===== config.mk =====
export PLATFORM = sky130hd
export DESIGN_NAME = nbm_core
export DESIGN_NICKNAME = d
export VERILOG_FILES = /design/src/hdl/nbm_pkg.sv /design/src/hdl/nbm_core.sv /design/src/hdl/nbm_bitmap.sv
export SDC_FILE = /design/constraint.sdc
export NUM_CORES = 2
export LEC_CHECK = 0
export BUFFER_PORTS_ARGS = -buffer_cell sky130_fd_sc_hd__buf_2
export CAP_MARGIN = 20
export CORE_MARGIN = 2
export CORE_UTILIZATION = 63
export CTS_BUF_LIST = sky130_fd_sc_hd__clkbuf_8 sky130_fd_sc_hd__clkbuf_16
export DETAILED_ROUTE_END_ITERATION = 10
export PLACE_DENSITY = 0.8
export SYNTH_ARGS = -nofsm -noshare
export SYNTH_HDL_FRONTEND = slang
export SYNTH_SLANG_ARGS = --single-unit

===== constraint.sdc =====
create_clock -name ref_clk -period 2.5 [get_ports ref_clk]
set_input_delay 0.125 -clock ref_clk [delete_from_list [all_inputs] [get_ports ref_clk]]
set_output_delay 0.125 -clock ref_clk [all_outputs]
set_load 0.02 [all_outputs]

===== src/hdl/nbm_pkg.sv =====
package nbm_pkg;

   // ==========================================================
   // Array geometry
   localparam int unsigned BLOCKS          = 2048;     // Blocks in the array
   localparam int unsigned MIN_VALID       = 2008;     // Least usable blocks
   localparam int unsigned MAX_INVALID     = BLOCKS - MIN_VALID;
   localparam int unsigned BLK_W           = 11;       // Block address width
   localparam int unsigned PAGE_W          = 6;        // Page-in-block width
   localparam int unsigned COL_W           = 12;       // Column width
   localparam logic [11:0] SPARE_COL0      = 12'h800;  // First spare byte
   localparam logic [5:0]  MARK_PAGE_LAST  = 6'h01;    // Marks on page 0 or 1
   localparam logic [7:0]  ERASED_BYTE     = 8'hff;    // Erased content
   localparam logic [7:0]  INVALID_MARK    = 8'h00;    // Factory invalid mark
   localparam logic [10:0] GUARANTEED_BLK  = 11'h000;  // Always-valid block

   // ==========================================================
   // ECC segment
   localparam int unsigned SEG_MAIN        = 512;      // Main bytes
   localparam int unsigned SEG_SPARE       = 16;       // Spare bytes
   localparam int unsigned SEG_BYTES       = SEG_MAIN + SEG_SPARE;
   localparam int unsigned IDX_W           = 10;       // Byte index width
   localparam int unsigned SYN_W           = 13;       // Bit position width
   localparam int unsigned PAR_W           = SYN_W + 1;

   // ==========================================================
   // Feature commands
   localparam logic [7:0]  CMD_SET_FEAT    = 8'h1f;    // Feature write
   localparam logic [7:0]  CMD_GET_FEAT    = 8'h0f;    // Feature read
   localparam logic [7:0]  FEAT_CFG_ADDR   = 8'hb0;    // Configuration feature
   localparam int unsigned ECC_E_BIT       = 4;        // ECC enable position
   localparam logic        ECC_E_RESET     = 1'b1;     // Enabled at power-up

   // ==========================================================
   // Power-up timing
   localparam int unsigned CLK_MHZ         = 200;      // ref_clk rate
   localparam int unsigned STATUS_DELAY_US = 200;      // supply_to_status_read_delay
   localparam int unsigned FULL_DELAY_MS   = 1;        // supply_to_full_access_delay
   localparam int unsigned STATUS_CYC      = STATUS_DELAY_US * CLK_MHZ;
   localparam int unsigned FULL_CYC        = FULL_DELAY_MS * 1000 * CLK_MHZ;
   localparam int unsigned TMR_W           = 18;       // Power-up counter width

   // Segment engine states, Gray from IDLE through RUN to EVAL; EVAL back to IDLE flips both bits
   typedef enum logic [1:0]
   {
      NBM_IDLE = 2'b00,
      NBM_RUN  = 2'b01,
      NBM_EVAL = 2'b11
   } nbm_seg_state_t;

endpackage


===== src/hdl/nbm_core.sv =====
`timescale 1ns/1ps
// ==========================================================
// Block management, internal ECC and power-up gating
module nbm_core
   import nbm_pkg::*;
#(
   parameter int unsigned STATUS_CYCLES = STATUS_CYC,  // Shorten in simulation
   parameter int unsigned FULL_CYCLES   = FULL_CYC     // Shorten in simulation
)
(
   input  wire logic              ref_clk,
   input  wire logic              rst_b,
   // Feature command port
   input  wire logic              feat_valid,
   input  wire logic [7:0]        feat_cmd,
   input  wire logic [7:0]        feat_addr,
   input  wire logic [7:0]        feat_wdata,
   output logic                   feat_rdata_valid,
   output logic [7:0]             feat_rdata,
   output logic                   ecc_enable,
   // Factory invalid-block marking
   input  wire logic              mark_valid,
   input  wire logic [BLK_W-1:0]  mark_block,
   output logic                   mark_refused,
   output logic [11:0]            valid_block_count,
   // Array read overlay
   input  wire logic              rd_valid,
   input  wire logic [BLK_W-1:0]  rd_block,
   input  wire logic [PAGE_W-1:0] rd_page,
   input  wire logic [COL_W-1:0]  rd_col,
   input  wire logic [7:0]        rd_raw,
   output logic                   rd_data_valid,
   output logic [7:0]             rd_data,
   // ECC segment stream
   input  wire logic              seg_start,
   input  wire logic              seg_check,
   input  wire logic              seg_byte_valid,
   input  wire logic [7:0]        seg_byte,
   input  wire logic [PAR_W-1:0]  seg_stored_par,
   output logic                   seg_done,
   output logic [PAR_W-1:0]       seg_parity,
   output logic                   seg_corr_valid,
   output logic [SYN_W-1:0]       seg_corr_bit,
   output logic                   seg_uncorrectable,
   // Power-up gating
   output logic                   status_read_ok,
   output logic                   full_access_ok
);

   // ==========================================================
   // Bit-position syndrome of one byte
   function automatic logic [SYN_W-1:0] byte_syn(input logic [IDX_W-1:0] idx, input logic [7:0] b);
      logic [SYN_W-1:0] acc;
      logic [SYN_W-1:0] pos;
      acc = '0;
      for (int k = 0; k < 8; k++)
      begin
         pos = SYN_W'({idx, 3'(k)}) + SYN_W'(1);  // Offset so bit 0 is visible
         if (b[k])
            acc = acc ^ pos;
      end
      return acc;
   endfunction

   // ==========================================================
   // Power-up timer
   logic [TMR_W-1:0] pu_cnt;   // Cycles since reset release
   wire              pu_stat = (pu_cnt >= TMR_W'(STATUS_CYCLES));
   wire              pu_full = (pu_cnt >= TMR_W'(FULL_CYCLES));

   // Count until fully accessible, then hold
   always_ff @(posedge ref_clk or negedge rst_b)
   begin
      if (!rst_b)
         pu_cnt <= '0;
      else if (!pu_full)
         pu_cnt <= pu_cnt + TMR_W'(1);
   end

   // Ready flags from flops
   always_ff @(posedge ref_clk or negedge rst_b)
   begin
      if (!rst_b)
      begin
         status_read_ok <= 1'b0;
         full_access_ok <= 1'b0;
      end
      else
      begin
         status_read_ok <= pu_stat;
         full_access_ok <= pu_full;
      end
   end

   // ==========================================================
   // Feature access; refused until fully accessible
   wire feat_ok  = feat_valid && full_access_ok && (feat_addr == FEAT_CFG_ADDR);
   wire feat_set = feat_ok && (feat_cmd == CMD_SET_FEAT);
   wire feat_get = feat_ok && (feat_cmd == CMD_GET_FEAT);

   // ECC enable bit, on at reset
   always_ff @(posedge ref_clk or negedge rst_b)
   begin
      if (!rst_b)
         ecc_enable <= ECC_E_RESET;
      else if (feat_set)
         ecc_enable <= feat_wdata[ECC_E_BIT];
   end

   // Feature read-back, one cycle after the request
   always_ff @(posedge ref_clk or negedge rst_b)
   begin
      if (!rst_b)
      begin
         feat_rdata_valid <= 1'b0;
         feat_rdata       <= '0;
      end
      else
      begin
         feat_rdata_valid <= feat_get;
         if (feat_get)
            feat_rdata <= 8'(ecc_enable) << ECC_E_BIT;
      end
   end

   // ==========================================================
   // Invalid-block marking and read overlay
   logic [5:0] invalid_cnt;   // Blocks marked so far
   logic       map_bit;       // Bitmap read data
   logic       rd_p1;         // Read in flight
   logic       rd_mark_loc;   // Read hits a marker byte
   logic [7:0] rd_raw_p1;     // Raw byte held one cycle

   // Block zero and overflow past the invalid budget are refused
   wire mark_bad  = (mark_block == GUARANTEED_BLK) ||
                    (invalid_cnt >= 6'(MAX_INVALID));
   wire mark_take = mark_valid && !mark_bad;
   wire mark_loc  = (rd_page <= MARK_PAGE_LAST) && (rd_col == SPARE_COL0);

   nbm_bitmap
   #(
      .DEPTH (BLOCKS),
      .AW    (BLK_W)
   )
   u_map
   (
      .ref_clk (ref_clk),
      .rst_b   (rst_b),
      .wr_en   (mark_take),
      .wr_addr (mark_block),
      .rd_en   (rd_valid),
      .rd_addr (rd_block),
      .rd_bit  (map_bit)
   );

   // Count marks; a repeat mark of the same block counts again, which is safe
   always_ff @(posedge ref_clk or negedge rst_b)
   begin
      if (!rst_b)
      begin
         invalid_cnt       <= '0;
         mark_refused      <= 1'b0;
         valid_block_count <= 12'(BLOCKS);
      end
      else
      begin
         mark_refused <= mark_valid && mark_bad;
         if (mark_take)
         begin
            invalid_cnt       <= invalid_cnt + 6'h01;
            valid_block_count <= valid_block_count - 12'h001;
         end
      end
   end

   // Read pipeline aligned with the bitmap latency
   always_ff @(posedge ref_clk or negedge rst_b)
   begin
      if (!rst_b)
      begin
         rd_p1         <= 1'b0;
         rd_mark_loc   <= 1'b0;
         rd_raw_p1     <= ERASED_BYTE;
         rd_data_valid <= 1'b0;
         rd_data       <= ERASED_BYTE;
      end
      else
      begin
         rd_p1         <= rd_valid;
         rd_mark_loc   <= mark_loc;
         rd_raw_p1     <= rd_raw;
         rd_data_valid <= rd_p1;
         if (rd_p1)
            rd_data <= (map_bit && rd_mark_loc) ? INVALID_MARK : rd_raw_p1;
      end
   end

   // ==========================================================
   // ECC segment engine
   nbm_seg_state_t   st;
   nbm_seg_state_t   next_st;
   logic [IDX_W-1:0] idx;       // Byte index in segment
   logic [SYN_W-1:0] syn_acc;   // Running position syndrome
   logic             par_acc;   // Running data parity
   logic             chk;       // Segment is a read check

   wire last_byte = seg_byte_valid && (idx == IDX_W'(SEG_BYTES - 1));
   // Difference against stored parity; parity bits are not self-covered,
   // so a flip in stored syndrome bits reads as uncorrectable
   wire [SYN_W-1:0] syn_diff = syn_acc ^ seg_stored_par[SYN_W-1:0];
   wire             par_diff = par_acc ^ seg_stored_par[SYN_W];

   // State choice
   always_comb
   begin
      case (st)
         NBM_IDLE: next_st = seg_start ? NBM_RUN : NBM_IDLE;
         NBM_RUN:  next_st = last_byte ? NBM_EVAL : NBM_RUN;
         NBM_EVAL: next_st = NBM_IDLE;
         default:  next_st = NBM_IDLE;
      endcase
   end

   // State and accumulators
   always_ff @(posedge ref_clk or negedge rst_b)
   begin
      if (!rst_b)
      begin
         st      <= NBM_IDLE;
         idx     <= '0;
         syn_acc <= '0;
         par_acc <= 1'b0;
         chk     <= 1'b0;
      end
      else
      begin
         st <= next_st;
         if (st == NBM_IDLE && seg_start)
         begin
            idx     <= '0;
            syn_acc <= '0;
            par_acc <= 1'b0;
            chk     <= seg_check;
         end
         else if (st == NBM_RUN && seg_byte_valid)
         begin
            idx     <= idx + IDX_W'(1);
            syn_acc <= syn_acc ^ byte_syn(idx, seg_byte);
            par_acc <= par_acc ^ (^seg_byte);
         end
      end
   end

   // Verdict two cycles after the 528th byte
   always_ff @(posedge ref_clk or negedge rst_b)
   begin
      if (!rst_b)
      begin
         seg_done          <= 1'b0;
         seg_parity        <= '0;
         seg_corr_valid    <= 1'b0;
         seg_corr_bit      <= '0;
         seg_uncorrectable <= 1'b0;
      end
      else
      begin
         seg_done       <= (st == NBM_EVAL);
         seg_corr_valid <= 1'b0;
         if (st == NBM_IDLE && seg_start)
            seg_uncorrectable <= 1'b0;
         if (st == NBM_EVAL)
         begin
            seg_parity <= {par_acc, syn_acc};
            // Checking only with ECC enabled
            if (chk && ecc_enable)
            begin
               if (par_diff)
               begin
                  seg_corr_valid <= (syn_diff != '0);
                  seg_corr_bit   <= syn_diff - SYN_W'(1);
               end
               else if (syn_diff != '0)
                  seg_uncorrectable <= 1'b1;
            end
         end
      end
   end

endmodule


===== src/hdl/nbm_bitmap.sv =====
`timescale 1ns/1ps
// ==========================================================
// Invalid-block bitmap, one bit per block, registered read
module nbm_bitmap
#(
   parameter int unsigned DEPTH = 2048,
   parameter int unsigned AW    = 11
)
(
   input  wire logic          ref_clk,
   input  wire logic          rst_b,
   input  wire logic          wr_en,    // Write strobe
   input  wire logic [AW-1:0] wr_addr,  // Write block
   input  wire logic          rd_en,    // Read strobe
   input  wire logic [AW-1:0] rd_addr,  // Read block
   output logic               rd_bit    // Registered read bit
);

   logic [DEPTH-1:0] map;   // Set means invalid; cleared by reset

   // Storage; cleared at reset so the shipped array starts all valid
   always_ff @(posedge ref_clk or negedge rst_b)
   begin
      if (!rst_b)
         map <= '0;
      else if (wr_en)
         map[wr_addr] <= 1'b1;
   end

   // Read register
   always_ff @(posedge ref_clk or negedge rst_b)
   begin
      if (!rst_b)
         rd_bit <= 1'b0;
      else if (rd_en)
         rd_bit <= map[rd_addr];
   end

endmodule


==> out/metrics.yaml <==
worstPathMaxFanout: 2
netlist_area_mm2: 0.0918
crit_end: "u_map.rd_bit"
r2r_start: "u_map.map[1301]"
rsz0062_at_grt: "true"
r2r_end: "u_map.rd_bit"
fin_area_mm2: 0.109
die_w_um: 386
hold_buffers: 64
start_util_pct: 63.2
max_cap_violations: 0
io_pins: 166
drt-wirelength-per-cell_um: 32.2
area_growth_pct: 19.1
p_total_mw: 75.4
hpwlAfterDp_um: 179000
fp.dieArea_mm2: 0.149
dpl-instance-area_mm2: 0.101
cts_root_buf: "clkbuf_16"
setup_viol: 1
ir_drop_uv: 763
numPortBuffers: 150
cts_tree: "yes"
crit_required_ns: 3.23
hold_viol_final: 2
grt_antenna_before_repair: 10
clkTransAtPathRegs_ns: 0.06
via_count: 66900
fin_skew_ns: 0.0246
instances_no_fill: 9330
powerDensity_mw_per_mm2: 689
drv_slew: 0
synthCells: 6563
cts_inserted_buffers: 207
ys_async_sr_fraction_pct: 100
ys_seq_elements: 2167
worstSetupEndpointType: "flop"
drt_iter0_markers: 9124
grt_max_degree: 99
rrSetupSlack_ns: -0.36
clkSinkCount: 2167
drcViolationCount: 0
hp-class: "input port to flop"
yosys_warnings: 0
seq_area_frac_synth_pct: 59.1
ant_nets: 0
finalWeightedCongestion: 0.920
placed_cells: 8851
yosys.area.top_type: "dfrtp_1"
insertion_delay_ns: 0.84
syn_avg_cell_area_um2: 14.0
hold_ws_ns: -0.475
htreeDepth: 4
groute.usage.overall_pct: 40.8
crit_type: "flop to flop"
final_nets: 7346
fillers: 7919
period_share_pct: 114
hold_start: "rd_valid"
synth_cell_type_count: 85
first_pass_iters: 6
layout-drive-gt1-share_pct: 27.4
synth_area_leaders: "dfrtp_1 (59%), a21o_1 (17%), mux4_2 (11%)"
critPathLaunch: "u_map.map[1301]"
fp.dieH_um: 386
failed_checks: "negative hold slack, negative setup slack"
synth_edf_count: 0
core_area_mm2: 0.145
via_per_inst: 7.17
num_rows: 140
grt_pass1_vias: 68900
synth_ff_type: "dfrtp_1"
fmax_mhz: 350
min_period_ns: 2.86
synth_top_area_share_pct: 58.6
wl_um: 300000
p_leak_nw: 68.0
maxSlewHeadroom_pct: 9.32
fin_ws_ns: -0.359
ctsLongestPathBuffers: 3
cp_data_arrival_time_ns: 3.59
max_slew.worst_pin.slew_ns: 1.36
outcome: "finished, violations left"
r2r_cells: 10
grt_pass1_wl_um: 446000
cp-start-kind: "flop"
overflow: 0
==> how the worst min path moves through the flow <==
stage | cells after the start | end | slack, ns
2_1_floorplan | 0 | chk | -0.17
3_3_place_gp | 1 | valid_block_count[10] | 0.15
3_5_place_dp | 1 | valid_block_count[8] | 0.15
4_1_cts | 1 | rd_p1 | -0.51
5_1_grt | 1 | rd_p1 | -0.49
6_report | 1 | rd_p1 | -0.47
==> worst max-delay path, stage by stage (launching register included) <==
cell and delay, ns:
dfrtp_1 0.40, mux4_2 0.48, a32o_2 0.29, a221oi_2 0.19, o21bai_1 0.15, nor4_4 0.43
buf_4 0.23, o41ai_4 0.06, a31oi_2 0.26, o32a_1 0.22, a21oi_2 0.05
==> layer usage <==
| layer | wire [um] | part of all wire [%] | vias up | GRT usage [%] |
|---|---|---|---|---|
| li1 | - | - | 25600 | - |
| met4 | 24400 | 8.1 | 18 | 29.1 |
| met5 | 122 | 0.041 | - | 0 |
| met1 | 103000 | 34 | 34600 | 51.9 |
| met3 | 37000 | 12 | 1503 | 12.0 |
| met2 | 136000 | 45 | 5209 | 60.6 |
==> final cells by class <==
type                    instances  area (um2)  share of cell area [%]
multi-input cells            3773       35300                    32.3
clock buffers                 274        6160                    5.63
repair buffers               1063       10300                    9.46
well taps                    1917        2400                    2.19
diodes                          6        15.0                  0.0137
inverters                      25        95.1                  0.0869
clock inverters               105         845                   0.772
flip-flops and latches       2167       54200                    49.6
==> stage by stage <==
| step | setup TNS (ns) | utilization [%] | worst slack, ns |
|---|---|---|---|
| after floorplan | 0 | - | 0.00520 |
| after global placement | -613.88 | 69.1 | -1.38 |
| after detailed placement | -339.77 | 69.5 | -1.37 |
| after CTS | -0.327 | 75.1 | -0.327 |
| after global routing | -0.490 | 75.3 | -0.412 |
| final | -0.359 | 75.3 | -0.359 |
==> layout by cell type, fill, tap and decap left out, types with 40 or more instances in the layout <==
master and instances:
o21ai_0 71, inv_1 61, buf_2 145, nand3_1 58, clkbuf_16 212, nor2_4 90
a21o_1 2047, nor2_1 68, dlygate4sd3_1 63, a21oi_1 76, buf_12 175, clkinv_2 40
nand2_1 137, xnor2_1 50, mux4_2 452, dfrtp_1 2149, clkbuf_8 63, buf_4 645
o22ai_1 49, mux2i_1 127, a22oi_1 55
==> cells by family after synthesis <==
kind of cell             synth area share, %
other                                0.00408
AO/OA/AOI/OAI                           19.8
buffers and inverters                   3.73
AND/OR/NAND/NOR                         2.95
adder cells (fa/ha/maj)               0.0954
XOR/XNOR                               0.744
flip-flops                              59.1
multiplexers                            13.6
==> what timing repair did <==
item / in CTS / in global routing
endpoints found under the setup margin: 1110 / 241
hold endpoints to repair: 1193 / 2
cloned: 12 / 3
resized for setup: 66 / 52
buffers inserted: 3 / 14
pin swaps: 21 / 27
==> flip-flops by register name, indices dropped and copies added, names as in the netlist, 2 cells and up <==
signal / count
u_map.map: 2048
pu_cnt: 18
seg_parity: 14
seg_corr_bit: 13
syn_acc: 13
valid_block_count: 12
idx: 10
rd_data: 8
rd_raw_p1: 8
invalid_cnt: 6
st: 2
==> synth_stat cells (18+ instances only) <==
master    count
o21ai_0      73
inv_1        21
dfstp_2      18
nor2_1      167
dfrtp_1    2149
a21o_1     2047
mux2_2       32
o22ai_1      51
buf_6        35
xnor2_1      53
xor2_1       25
nand4_1      23
a22oi_1      57
clkbuf_1    343
buf_12       19
nor3_1       26
mux4_2      450
mux2i_1     127
o221ai_1     33
buf_2       172
nand3_1      58
buf_4        25
a21oi_1      80
nand2_1     140
a31oi_1      22
nor2b_1      24
mux4_1       24
nand2b_1     21
nor4_1       21
==> power by group <==
group / total [mW] / switching (mW) / internal (mW)
registers: 36.6 / 0.659 / 35.9
logic: 6.61 / 3.98 / 2.63
clock network: 32.2 / 13.7 / 18.5
No activity file was read; power rests on OpenSTA's default activity.
